`config.mk`:
```
export PLATFORM = sky130hd
export DESIGN_NAME = dma8_controller
export DESIGN_NICKNAME = d
export VERILOG_FILES = /design/src/dma8_controller.v /design/src/dma8_arbiter.v
export VERILOG_INCLUDE_DIRS = /design/src
export SDC_FILE = /design/constraint.sdc
export NUM_CORES = 2
export LEC_CHECK = 0
export BUFFER_PORTS_ARGS = -buffer_cell sky130_fd_sc_hd__buf_2
export CORE_MARGIN = 8
export CORE_UTILIZATION = 30
export DETAILED_ROUTE_END_ITERATION = 6
export HOLD_SLACK_MARGIN = 0.02
export PLACE_DENSITY = 0.5
export SYNTH_ARGS = -nofsm -noshare
export SYNTH_HDL_FRONTEND = slang
export SYNTH_HIERARCHICAL = 1
export SYNTH_SLANG_ARGS = --single-unit
```
`constraint.sdc`:
```
create_clock -name pclk -period 11.2 [get_ports pclk]
set_input_delay 0.56 -clock pclk [delete_from_list [all_inputs] [get_ports pclk]]
set_output_delay 0.56 -clock pclk [all_outputs]
set_load 0.005 [all_outputs]
```
`src/dma8_consts.vh`:
```
// Purpose: Shared constants of the eight-channel transfer controller
// Assumes: Included by bare name; definitions only
// Notes:   Offsets are byte addresses on the register bus
`ifndef DMA8_CONSTS_VH
`define DMA8_CONSTS_VH

// ****************************************************************
// Register map
// ****************************************************************
`define CH_FIELD_HI      7
`define CH_FIELD_LO      5
`define REG_FIELD_HI     4
`define REG_FIELD_LO     2
`define STAT_SEL_BIT     8
`define REG_CTL          3'h0
`define REG_REQ          3'h1
`define REG_STA          3'h2
`define REG_STB          3'h3
`define REG_PAD          3'h4
`define REG_CNT          3'h5
`define REG_CS0          3'h0
`define REG_CS1          3'h1

// ****************************************************************
// Field positions and masks
// ****************************************************************
`define CTL_ON           15
`define CTL_SIZE         14
`define CTL_DIR          13
`define CTL_HALF         12
`define CTL_NULL_WRITE_MODE        11
`define CTL_AM_HI        5
`define CTL_AM_LO        4
`define CTL_MODE_PP      1
`define CTL_MODE_ONE     0
`define CTL_MASK         16'hF833
`define REQ_FORCE        15
`define SEL_MASK         7'h7F
`define CNT_MASK         10'h3FF
`define RESET_HW         16'h0000

// ****************************************************************
// Addressing modes and steps
// ****************************************************************
`define AM_POSTINC       2'h0
`define AM_NOINC         2'h1
`define AM_PERIPH        2'h2
`define STEP_BYTE        16'h0001
`define STEP_WORD        16'h0002

// ****************************************************************
// Source codes and peripheral addresses of common sources
// ****************************************************************
`define SRC_SERIAL1_RX   7'h0B
`define ADR_SERIAL1_RX   16'h0226
`define SRC_COMPARE1     7'h02
`define ADR_COMPARE1_P   16'h0182
`define ADR_COMPARE1_S   16'h0180
`define SRC_CONV1_DONE   7'h0D
`define ADR_CONV1_RES    16'h0300

`endif

```
`src/dma8_controller.v`:
```
// Purpose: Eight-channel transfer controller with APB register slave
// Assumes: Single clock; ram and peripheral reads return data one cycle after the read strobe
// Notes:   One transfer in flight at a time on its own transaction bus
//
// Notes on behaviour
// [RL1] Eight identical channels, each with own registers
// [RL2] Channel moves RAM to peripheral or back
// [RL3] Own transaction bus, never stalls the processor
// [RL4] Post-increment, no-increment, or peripheral indirect addressing
// [RL5] Interrupt at block end, or at half
// [RL6] Byte or word per transfer
// [RL7] Simultaneous requests granted by fixed priority
// [RL8] Start by software force or peripheral request
// [RL9] One-shot stops, auto-repeat restarts the block
// [RL10] Ping-pong swaps start addresses after each block
// [RL11] Trigger chosen by seven-bit source code
// [RL12] Serial receiver: code 0001011, address 0x0226
// [RL13] Compare one: code 0000010, 0x0182 and 0x0180
// [RL14] Converter done: code 0001101, result at 0x0300
// [RL15] Start-address read returns current pointer
// [RL16] Per-channel register set with ten-bit count
// [RL17] Shared collision and activity/ping-pong status registers
// [RL18] Interrupt controller holds flags; one request per channel
// [RL19] Transfers per block equal count plus one
// [RL20] Address mode 11 acts as peripheral indirect
// [RL21] Force cleared by hardware only, after transfer
// [RL22] Direction bit selects source bus
// [RL23] Lower-numbered channel wins a tie
// [RL24] Writes while enabled give no guarantee
`timescale 1ns/1ps
`include "dma8_consts.vh"

module dma8_controller #(
  parameter NCH  = 8,
  parameter NSRC = 128
) (
  input  wire            pclk,
  input  wire            presetn,
  input  wire            ce,
  input  wire            psel,
  input  wire            penable,
  input  wire            pwrite,
  input  wire [11:0]     paddr,
  input  wire [31:0]     pwdata,
  output reg  [31:0]     prdata,
  output reg             pready,
  output reg             pslverr,
  input  wire [NSRC-1:0] irq_src,
  input  wire [15:0]     periph_ind_addr,
  output reg  [15:0]     ram_addr,
  output reg  [15:0]     ram_wdata,
  input  wire [15:0]     ram_rdata,
  output reg             ram_re,
  output reg             ram_we,
  output reg             xfer_byte,
  output reg  [15:0]     per_addr,
  output reg  [15:0]     per_wdata,
  input  wire [15:0]     per_rdata,
  output reg             per_re,
  output reg             per_we,
  input  wire            cpu_ram_we,
  input  wire [15:0]     cpu_ram_addr,
  input  wire            cpu_per_we,
  input  wire [15:0]     cpu_per_addr,
  output reg  [NCH-1:0]  chan_irq
);

  localparam S_IDLE = 2'h0;
  localparam S_RD   = 2'h1;
  localparam S_WAIT = 2'h2;
  localparam S_WR   = 2'h3;

  // ****************************************************************
  // Channel state
  // ****************************************************************
  reg  [15:0]    ctl_r   [0:NCH-1];
  reg  [6:0]     sel_r   [0:NCH-1];
  reg  [15:0]    sta_r   [0:NCH-1];
  reg  [15:0]    stb_r   [0:NCH-1];
  reg  [15:0]    pad_r   [0:NCH-1];
  reg  [9:0]     cnt_r   [0:NCH-1];
  reg  [15:0]    ptr_r   [0:NCH-1];
  reg  [9:0]     idx_r   [0:NCH-1];
  reg  [NCH-1:0] force_r;
  reg  [NCH-1:0] pend_r;
  reg  [NCH-1:0] pp_r;
  reg  [NCH-1:0] on_d_r;
  reg  [NCH-1:0] xcol_r;
  reg  [NCH-1:0] pcol_r;
  reg  [1:0]     st_r;
  reg  [2:0]     ch_r;

  reg  [15:0]    rd_val;
  reg  [NCH-1:0] on_vec;
  reg  [NCH-1:0] req_vec;
  reg            hit;
  reg            pp_nxt;
  integer        i;
  integer        j;

  wire [2:0]     a_ch   = paddr[`CH_FIELD_HI:`CH_FIELD_LO];
  wire [2:0]     a_reg  = paddr[`REG_FIELD_HI:`REG_FIELD_LO];
  wire           a_stat = paddr[`STAT_SEL_BIT];
  wire           a_top0 = (paddr[11:9] == 3'h0);
  wire           apb_wr = psel & penable & pready & pwrite & ~pslverr;
  wire [2:0]     gnt_idx;
  wire           gnt_any;

  wire [15:0]    cctl   = ctl_r[ch_r];
  wire [1:0]     cam    = cctl[`CTL_AM_HI:`CTL_AM_LO];
  wire           cdir   = cctl[`CTL_DIR];
  wire [15:0]    gctl   = ctl_r[gnt_idx];
  wire [1:0]     gam    = gctl[`CTL_AM_HI:`CTL_AM_LO];
  wire           xcol_hit = ram_we & cpu_ram_we & (cpu_ram_addr == ram_addr);
  wire           pcol_hit = per_we & cpu_per_we & (cpu_per_addr == per_addr);

  function [15:0] step_of;
    input byte_mode;
    begin
      step_of = byte_mode ? `STEP_BYTE : `STEP_WORD;  // [RL6]
    end
  endfunction

  // ****************************************************************
  // Arbitration
  // ****************************************************************
  dma8_arbiter #(
    .NCH (NCH),
    .IW  (3)
  ) u_arb (
    .req     (req_vec),
    .gnt_idx (gnt_idx),
    .any     (gnt_any)
  );

  always @* begin
    pp_nxt = pp_r[ch_r] ^ cctl[`CTL_MODE_PP];
    for (j = 0; j < NCH; j = j + 1) begin
      on_vec[j]  = ctl_r[j][`CTL_ON];
      req_vec[j] = ctl_r[j][`CTL_ON] & (pend_r[j] | force_r[j]);  // [RL7] [RL8] [RL23]
    end
  end

  // ****************************************************************
  // Register read decode
  // ****************************************************************
  always @* begin
    rd_val = `RESET_HW;
    hit    = 1'b0;
    if (a_top0 && a_stat) begin
      if (paddr[7:2] == {3'h0, `REG_CS0}) begin
        hit    = 1'b1;
        rd_val = {pcol_r, xcol_r};  // [RL17]
      end else if (paddr[7:2] == {3'h0, `REG_CS1}) begin
        hit    = 1'b1;
        rd_val = {pp_r, on_vec};  // [RL17]
      end
    end else if (a_top0) begin
      hit = 1'b1;
      case (a_reg)
        `REG_CTL: rd_val = ctl_r[a_ch];
        `REG_REQ: rd_val = {force_r[a_ch], 8'h00, sel_r[a_ch]};
        `REG_STA: rd_val = ptr_r[a_ch];  // [RL15]
        `REG_STB: rd_val = ptr_r[a_ch];  // [RL15]
        `REG_PAD: rd_val = pad_r[a_ch];
        `REG_CNT: rd_val = {6'h00, cnt_r[a_ch]};
        default: begin
          hit    = 1'b0;
          rd_val = `RESET_HW;
        end
      endcase
    end
  end

  // ****************************************************************
  // Registers, requests and transfer engine
  // ****************************************************************
  always @(posedge pclk or negedge presetn) begin
    if (!presetn) begin
      for (i = 0; i < NCH; i = i + 1) begin
        ctl_r[i] <= `RESET_HW;
        sel_r[i] <= 7'h00;
        sta_r[i] <= `RESET_HW;
        stb_r[i] <= `RESET_HW;
        pad_r[i] <= `RESET_HW;
        cnt_r[i] <= 10'h000;
        ptr_r[i] <= `RESET_HW;
        idx_r[i] <= 10'h000;
      end
      force_r   <= {NCH{1'b0}};
      pend_r    <= {NCH{1'b0}};
      pp_r      <= {NCH{1'b0}};
      on_d_r    <= {NCH{1'b0}};
      xcol_r    <= {NCH{1'b0}};
      pcol_r    <= {NCH{1'b0}};
      st_r      <= S_IDLE;
      ch_r      <= 3'h0;
      prdata    <= 32'h00000000;
      pready    <= 1'b0;
      pslverr   <= 1'b0;
      ram_addr  <= 16'h0000;
      ram_wdata <= 16'h0000;
      ram_re    <= 1'b0;
      ram_we    <= 1'b0;
      xfer_byte <= 1'b0;
      per_addr  <= 16'h0000;
      per_wdata <= 16'h0000;
      per_re    <= 1'b0;
      per_we    <= 1'b0;
      chan_irq  <= {NCH{1'b0}};
    end else if (ce) begin
      pready   <= 1'b0;
      pslverr  <= 1'b0;
      chan_irq <= {NCH{1'b0}};

      // Transfer engine on the dedicated bus, independent of the processor  [RL3]
      case (st_r)
        S_IDLE: begin
          if (gnt_any) begin
            ch_r           <= gnt_idx;
            pend_r[gnt_idx] <= 1'b0;
            xfer_byte      <= gctl[`CTL_SIZE];
            per_addr       <= pad_r[gnt_idx];
            // Modes 10 and 11 take the address from the peripheral  [RL4] [RL20]
            ram_addr       <= gam[1] ? periph_ind_addr : ptr_r[gnt_idx];
            ram_re         <= gctl[`CTL_DIR];  // [RL2] [RL22]
            per_re         <= ~gctl[`CTL_DIR];  // [RL22]
            st_r           <= S_RD;
          end
        end
        S_RD: begin
          ram_re <= 1'b0;
          per_re <= 1'b0;
          st_r   <= S_WAIT;
        end
        S_WAIT: begin
          if (cdir) begin
            per_we    <= 1'b1;  // [RL22]
            per_wdata <= ram_rdata;
          end else begin
            ram_we    <= 1'b1;  // [RL22]
            ram_wdata <= per_rdata;
            // Null write also pokes the peripheral with zero
            per_we    <= cctl[`CTL_NULL_WRITE_MODE];
            per_wdata <= 16'h0000;
          end
          st_r <= S_WR;
        end
        S_WR: begin
          ram_we         <= 1'b0;
          per_we         <= 1'b0;
          force_r[ch_r]  <= 1'b0;  // [RL21]
          st_r           <= S_IDLE;
          if (idx_r[ch_r] == cnt_r[ch_r]) begin  // [RL19]
            idx_r[ch_r] <= 10'h000;
            pp_r[ch_r]  <= pp_nxt;  // [RL10]
            ptr_r[ch_r] <= pp_nxt ? stb_r[ch_r] : sta_r[ch_r];  // [RL9] [RL10]
            if (!cctl[`CTL_HALF]) begin
              chan_irq[ch_r] <= 1'b1;  // [RL5] [RL18]
            end
            // One-shot ends after the block, or after the second buffer in ping-pong
            if (cctl[`CTL_MODE_ONE] && (!cctl[`CTL_MODE_PP] || pp_r[ch_r])) begin
              ctl_r[ch_r][`CTL_ON] <= 1'b0;  // [RL9]
            end
          end else begin
            idx_r[ch_r] <= idx_r[ch_r] + 10'h001;
            if (cam == `AM_POSTINC) begin
              ptr_r[ch_r] <= ptr_r[ch_r] + step_of(cctl[`CTL_SIZE]);  // [RL4] [RL6]
            end
            if (cctl[`CTL_HALF] && (idx_r[ch_r] == {1'b0, cnt_r[ch_r][9:1]})) begin
              chan_irq[ch_r] <= 1'b1;  // [RL5]
            end
          end
        end
        default: st_r <= S_IDLE;
      endcase

      // Per-channel enable edge and peripheral trigger  [RL1]
      for (i = 0; i < NCH; i = i + 1) begin
        on_d_r[i] <= ctl_r[i][`CTL_ON];
        if (ctl_r[i][`CTL_ON] && !on_d_r[i]) begin
          ptr_r[i] <= sta_r[i];
          idx_r[i] <= 10'h000;
          pp_r[i]  <= 1'b0;
        end
        // Source index is the seven-bit code, e.g. 0001011, 0000010, 0001101  [RL11] [RL12] [RL13] [RL14]
        if (ctl_r[i][`CTL_ON] && irq_src[sel_r[i]]) begin
          pend_r[i] <= 1'b1;  // [RL8]
        end
      end

      // APB slave: one-cycle access phase
      if (psel && !penable) begin
        pready  <= 1'b1;
        pslverr <= ~hit;
        prdata  <= {16'h0000, rd_val};
      end
      // Writes while a channel runs are taken as is  [RL24]
      if (apb_wr && !a_stat) begin
        case (a_reg)
          `REG_CTL: ctl_r[a_ch] <= pwdata[15:0] & `CTL_MASK;  // [RL16]
          `REG_REQ: begin
            sel_r[a_ch] <= pwdata[6:0] & `SEL_MASK;  // [RL11]
            if (pwdata[`REQ_FORCE]) begin
              force_r[a_ch] <= 1'b1;  // [RL8] [RL21]
            end
          end
          `REG_STA: sta_r[a_ch] <= pwdata[15:0];  // [RL15]
          `REG_STB: stb_r[a_ch] <= pwdata[15:0];  // [RL15]
          `REG_PAD: pad_r[a_ch] <= pwdata[15:0];
          `REG_CNT: cnt_r[a_ch] <= pwdata[9:0] & `CNT_MASK;  // [RL16]
          default: ;
        endcase
      end
      // Writing one clears a collision flag; a new collision wins
      if (apb_wr && a_stat && (paddr[7:2] == {3'h0, `REG_CS0})) begin
        xcol_r <= xcol_r & ~pwdata[7:0];
        pcol_r <= pcol_r & ~pwdata[15:8];
      end
      if (xcol_hit) begin
        xcol_r[ch_r] <= 1'b1;  // [RL17]
      end
      if (pcol_hit) begin
        pcol_r[ch_r] <= 1'b1;  // [RL17]
      end
    end
  end

endmodule

```
`src/dma8_arbiter.v`:
```
// Purpose: Fixed-priority pick of one requesting channel
// Assumes: Combinational; caller registers the result
// Notes:   Channel 0 has highest priority
`timescale 1ns/1ps

module dma8_arbiter #(
  parameter NCH = 8,
  parameter IW  = 3
) (
  input  wire [NCH-1:0] req,
  output reg  [IW-1:0]  gnt_idx,
  output wire           any
);

  integer i;

  assign any = |req;

  // ****************************************************************
  // Lowest index wins
  // ****************************************************************
  always @* begin
    gnt_idx = {IW{1'b0}};
    for (i = NCH - 1; i >= 0; i = i - 1) begin
      if (req[i]) begin
        gnt_idx = i[IW-1:0];
      end
    end
  end

endmodule

```
# Yosys cells after proc, flatten, opt, wreduce, memory -nomap -nowiden

Index checks and enable logic that the tools add are counted.

Word-level logic and storage cells: 503
Flip-flop bits (word level): 1004

$add $sub $neg: 2
Mux-type cells: 186
Order comparisons: 19
Bitwise gates (word level): 47
Eq/ne operators: 15
Reductions and logical operators: 135

Operators by type and width:

| kind                 | number |
|---|---|
| $mux W128            | 9 |
| $bwmux W128          | 6 |
| $mux W16             | 34 |
| $bmux W16 S3         | 10 |
| $bwmux W80           | 2 |
| $mux W10             | 16 |
| $mux W80             | 2 |
| $mux W8              | 19 |
| $demux W16 S3        | 3 |
| $and A128 B128 Y128  | 1 |
| $not A128 Y128       | 1 |
| $reduce_and A3 Y1    | 33 |
| $bmux W10 S3         | 3 |
| $and A80 B80 Y80     | 1 |
| $not A80 Y80         | 1 |
| $pmux W16 S5         | 1 |
| $reduce_bool A2 Y1   | 34 |
| $lt A7 B8 Y1 const B | 8 |
| $demux W10 S3        | 2 |
| $mux W15             | 4 |
| $bmux W1 S7          | 8 |
| $bwmux W56           | 1 |
| $mux W1              | 40 |
| $and A8 B8 Y8        | 4 |
| other kinds (44)     | 161 |

# Logic depth before layout (Yosys ltp)

Depth in word-level cells: 19
Mapped depth: 23
Mapped depth without buffers: 14

# By module

Netlist, hierarchy kept.

Modules (own cells, without submodules):

| module          | cells each | area an instance (um^2) | times used |
|---|---|---|---|
| dma8_controller | 4708       | 56716.9                 | 1 |
| dma8_arbiter    | 13         | 81.3                    | 1 |

# Worst setup path before layout

Ideal clock, no wire load.

Path kind: register to register
From: register ch_r[2]
To: register ptr_r[126] (netlist bit)
Arrival time: 4.598 ns
Buffers on the path: 9
Path slack: 6.448 ns
Library setup time: 0.154 ns
Cell stages (with the launch flop): 23
Required time: 11.046 ns
Cells stage by stage: dfrtp_1 buf_4 buf_6 buf_4 buf_4 buf_4 buf_4 buf_2 buf_2 buf_2 mux2_2 a21oi_1 o21a_1 inv_1 ha_1 inv_1 fa_1 nor3_1 nor4b_2 nand2_1 xor2_1 mux2i_1 o221ai_1

Word-level cells in the longest chain between the ends: 11
Elaborated cells on any way between the ends: 40
Those cells by class: add/sub: 1; order compare: 2; eq/ne: 1; mux: 30; bitwise: 2; reduce/logical: 4

RTL lines:

| what                                         | RTL line              | RTL |
|---|---|---|
| start, declared                              | dma8_controller.v:91  | `reg [2:0] ch_r;` |
| start signal, assigned                       | dma8_controller.v:220 | `ch_r <= gnt_idx;` |
| $not A3 Y4                                   | --                    |  |
| $bmux W16 S3                                 | dma8_controller.v:109 | `wire [15:0] cctl = ctl_r[ch_r];` |
| $mux W15 (not written as such) (2 in series) | dma8_controller.v:109 |  |
| $mux W2 (no source line)                     | --                    |  |
| $add A16 B2 Y16                              | dma8_controller.v:268 | `` ptr_r[ch_r] <= ptr_r[ch_r] + step_of(cctl[`CTL_SIZE]); `` |
| $bwmux W128                                  | dma8_controller.v:268 |  |
| $mux W128                                    | dma8_controller.v:267 | `` if (cam == `AM_POSTINC) begin `` |
| $mux W128                                    | dma8_controller.v:254 | `if (idx_r[ch_r] == cnt_r[ch_r]) begin` |
| $mux W128                                    | dma8_controller.v:217 | `case (st_r)` |
| $mux W16                                     | dma8_controller.v:281 | `` if (ctl_r[i][`CTL_ON] && !on_d_r[i]) begin `` |
| end signal, assigned by index                | dma8_controller.v:257 | `ptr_r[ch_r] <= pp_nxt ? stb_r[ch_r] : sta_r[ch_r];` |
| end signal, assigned by index                | dma8_controller.v:268 |  |
| end signal, assigned by index                | dma8_controller.v:282 | `ptr_r[i] <= sta_r[i];` |
| end, declared                                | dma8_controller.v:82  | `reg [15:0] ptr_r [0:NCH-1];` |

Several ways; a longest one is shown, not always the timed one. The select of a mux whose other input is x is not followed.
A chain may end at the register's enable or synchronous reset.

# Worst setup path in the final report

From: register ch_r[2]
To: register ptr_r[33] (netlist bit)

Same word-level chain as after synthesis.

==> metrics <==
status finished, violations left; failing checks capacitance limit, slew limit; Post-Syn Area 56,800 µm²; area of the core 188,000 µm²; setup TNS 0 ns; Synth-to-Final Area Change 14.2%; Clock Latency Late Sink 0.78 ns; post-route cell area 64,900 µm²; Post-Syn Instances 4,721; final period utilization 57.4%; CP Buf/Inv Count 3; sequential share of power 37.1%; #FFs+latches synth 948; Max-Slew Margin vs Limit -1.42%; Top Family by Delay on Critical Path buffers and inverters; FP Rows 159; vias in the first global route 47,170; Clock transition at path regs 0.06 ns; Die W 451 µm; FF+latch area 23,700 µm²; Overall Global Routing Usage 24.2%; fmax 156 MHz; DR iter-0 viols 6,801; WP data arrival 7.09 ns; # IOs 371; DP Wirelength 163 mm; actual slew at the worst max-slew pin 1.52 ns; Synth Area per Inst 12.0 µm²; DR WL/cell 34.3 µm; Tmin final 6.43 ns; combinational share of power 24.8%; Int Pwr 0.00643 W; largest area contributor in the netlist dfrtp_1; Fill cells 18,551; Sink Count 948; commonest non-fill, non-tap cell in the layout dfrtp_1; final hold viol count 0; Crit Path Class flip-flop to flip-flop; max_cap viols 1; cts bufs inserted 109; Initial Util 30.2%; CP Cell Sequence buf_12, inv_1, a32o_1, or4_1, xnor2_2, and4_1, a31oi_4, buf_4, o21a_1, mux2_2; CP max FO 88; largest net degree at the start of global routing 178; clock share of power 38.1%; WHS Path Cells 3; global-route wire length before repair 364 mm; H-tree depth 3; synth warn 6; Netlist cell types 87; CP Depth 10; Required @ worst endpoint 11.86 ns; Detailed Route WL 256 mm; endpoints failing setup 0; CTS Buffer Depth 3; iteration count of the initial detailed-routing pass 7; CP Launch Type flip-flop; final std cells w/o fill 7,474; CTS tree done; Via-to-Cell Ratio 6.38; Sw Ratio 34.9%; CTS Root Cell clkbuf_16; RSZ-0062 raised after global routing false; Final GP Congestion 0.957; most frequent cells in the layout dfrtp_1, mux2_2, nand2_1; Reg-to-Reg Start ch_r[2]$_DFFE_PN0P_; proportion of layout cells with a drive suffix above 1 37.5%; largest stage delay on the critical path 1.12 ns; Crit. Startpoint ch_r[2]$_DFFE_PN0P_; clk_skew 0.0531 ns; final net count 5,129; Seq/Total Area, Yosys 41.8%; antenna-violating nets left 0; leakage 26.6 nW; worst hold-check path type input pin to flip-flop; Critical Path Sink Type flip-flop; Slew Viols, Final 14; Register-to-Register Path Depth 10; worst-case vdd ir drop 0.161 mV; DRC Markers 0; die area 204,000 µm²; Synth Flop Type dfrtp_1; post_cts resized 0; cell area power density 152 nW/µm²; Area contributors post-synth dfrtp_1, mux4_2, mux2_2; Via Count 47,708; area of the multi-input gates 31,100 µm²; post-synthesis async set-or-reset flop share 100%; placed inst area 60,900 µm²; critical path's slowest cell o21a_1; Post-synth EDFFs 0; placed cells 7,226; gr ovfl total 0; area share of the largest cell type after synthesis 41.8%; initial antenna violation count 47; Port Buf Inserts 336; switching power 0.00344 W; Worst Hold Launch ram_rdata[5]; Die H 451 µm
[cells in the mapped netlist (all sizes together), types with 31 or more instances]
cell,number
o21ai,188
a22oi,283
dfrtp,948
buf,166
nand3,49
xnor2,31
inv,37
nand2,395
mux4,383
o221ai,138
xor2,38
nand4,66
a21oi,61
mux2,671
o22ai,100
clkbuf,319
a221oi,63
nor2,135
mux2i,101
o211ai,117
a22o,81
[cells by family after synthesis]
logic type / count (synthesis) / share of synthesized area, %
other: 1 / 0.00660
DFF: 948 / 41.8
and+or+nand+nor: 843 / 7.05
xor gates and xnor gates: 69 / 1.08
buffers and inverters: 526 / 4.12
muxes: 1155 / 30.3
adders and majority gates: 9 / 0.211
AOI/OAI and AO/OA: 1170 / 15.4
[metrics by stage]
stage	hold slack [ns]	utilization, %	power [W]	setup slack, ns
floorplan	0.264	-	0.00497	6.45
global placement	0.457	32.4	0.00605	5.04
detailed placement	0.467	32.4	0.00607	4.99
CTS	0.0209	34.5	0.00983	5.00
global route	0.0424	34.5	0.0101	4.81
finish	0.0557	34.5	0.00988	4.77
[worst paths after layout]
path,endpoint,slack [ns]
worst max-delay path,ptr_r[33]$_DFFE_PN0P_,4.77
worst min-delay path,per_wdata[5]$_DFFE_PN0P_,0.06
worst max register to register,ptr_r[33]$_DFFE_PN0P_,4.77
worst min register to register,prdata[7]$_DFFE_PN0P_,0.47
max in group asynchronous,ch_r[1]$_DFFE_PN0P_,8.45
min in group asynchronous,ptr_r[103]$_DFFE_PN0P_,0.42
[area by class of cell]
class | instances | share of cell area (%)
timing repair buffer | 498 | 4.65
clock inverter | 39 | 0.781
antenna | 28 | 0.108
clock buffer | 163 | 4.96
tap | 2495 | 4.81
sequential | 948 | 36.6
inverter | 41 | 0.237
multi-input combinational | 3262 | 47.9
[tightest hold or removal path, delay by kind of cell]
family	cells	cell delay [ns]
buf+inv	1	0.10
compound gates	1	0.06
simple gates	1	0.04
[layer usage]
| metal | vias up | share of wire (%) | track usage (%) |
|---|---|---|---|
| met4 | 22 | 5.3 | 10.7 |
| met5 | - | 0.054 | 0 |
| met1 | 24629 | 41 | 32.6 |
| met2 | 3399 | 42 | 35.0 |
| met3 | 799 | 12 | 8.37 |
| li1 | 18859 | - | - |
[power by group through the flow]
stage | Clock (W) | Sequential [W] | Combinational [W]
after global routing | 0.00395 | 0.00367 | 0.00251
after floorplan | 0 | 0.00366 | 0.00131
after detailed placement | 0 | 0.00372 | 0.00234
after CTS | 0.00382 | 0.00366 | 0.00235
final | 0.00376 | 0.00366 | 0.00245
after global placement | 0 | 0.00372 | 0.00234
[repair_timing]
action                                 4_1_cts  5_1_grt
hold buffers                                18        0
buffers inserted                             0        0
endpoints found under the hold margin       96        0
[registers in the layout, indices dropped and copies added (netlist names), 3 cells and up]
register	count
on_d_r	8
prdata	16
ram_wdata	16
pcol_r	8
per_addr	16
pad_r	128
pend_r	8
sta_r	128
force_r	8
pp_r	8
ch_r	3
sel_r	56
ptr_r	128
xcol_r	8
chan_irq	8
per_wdata	16
ctl_r	72
ram_addr	16
idx_r	80
stb_r	128
cnt_r	80
Power figures use the tool's default switching activity.
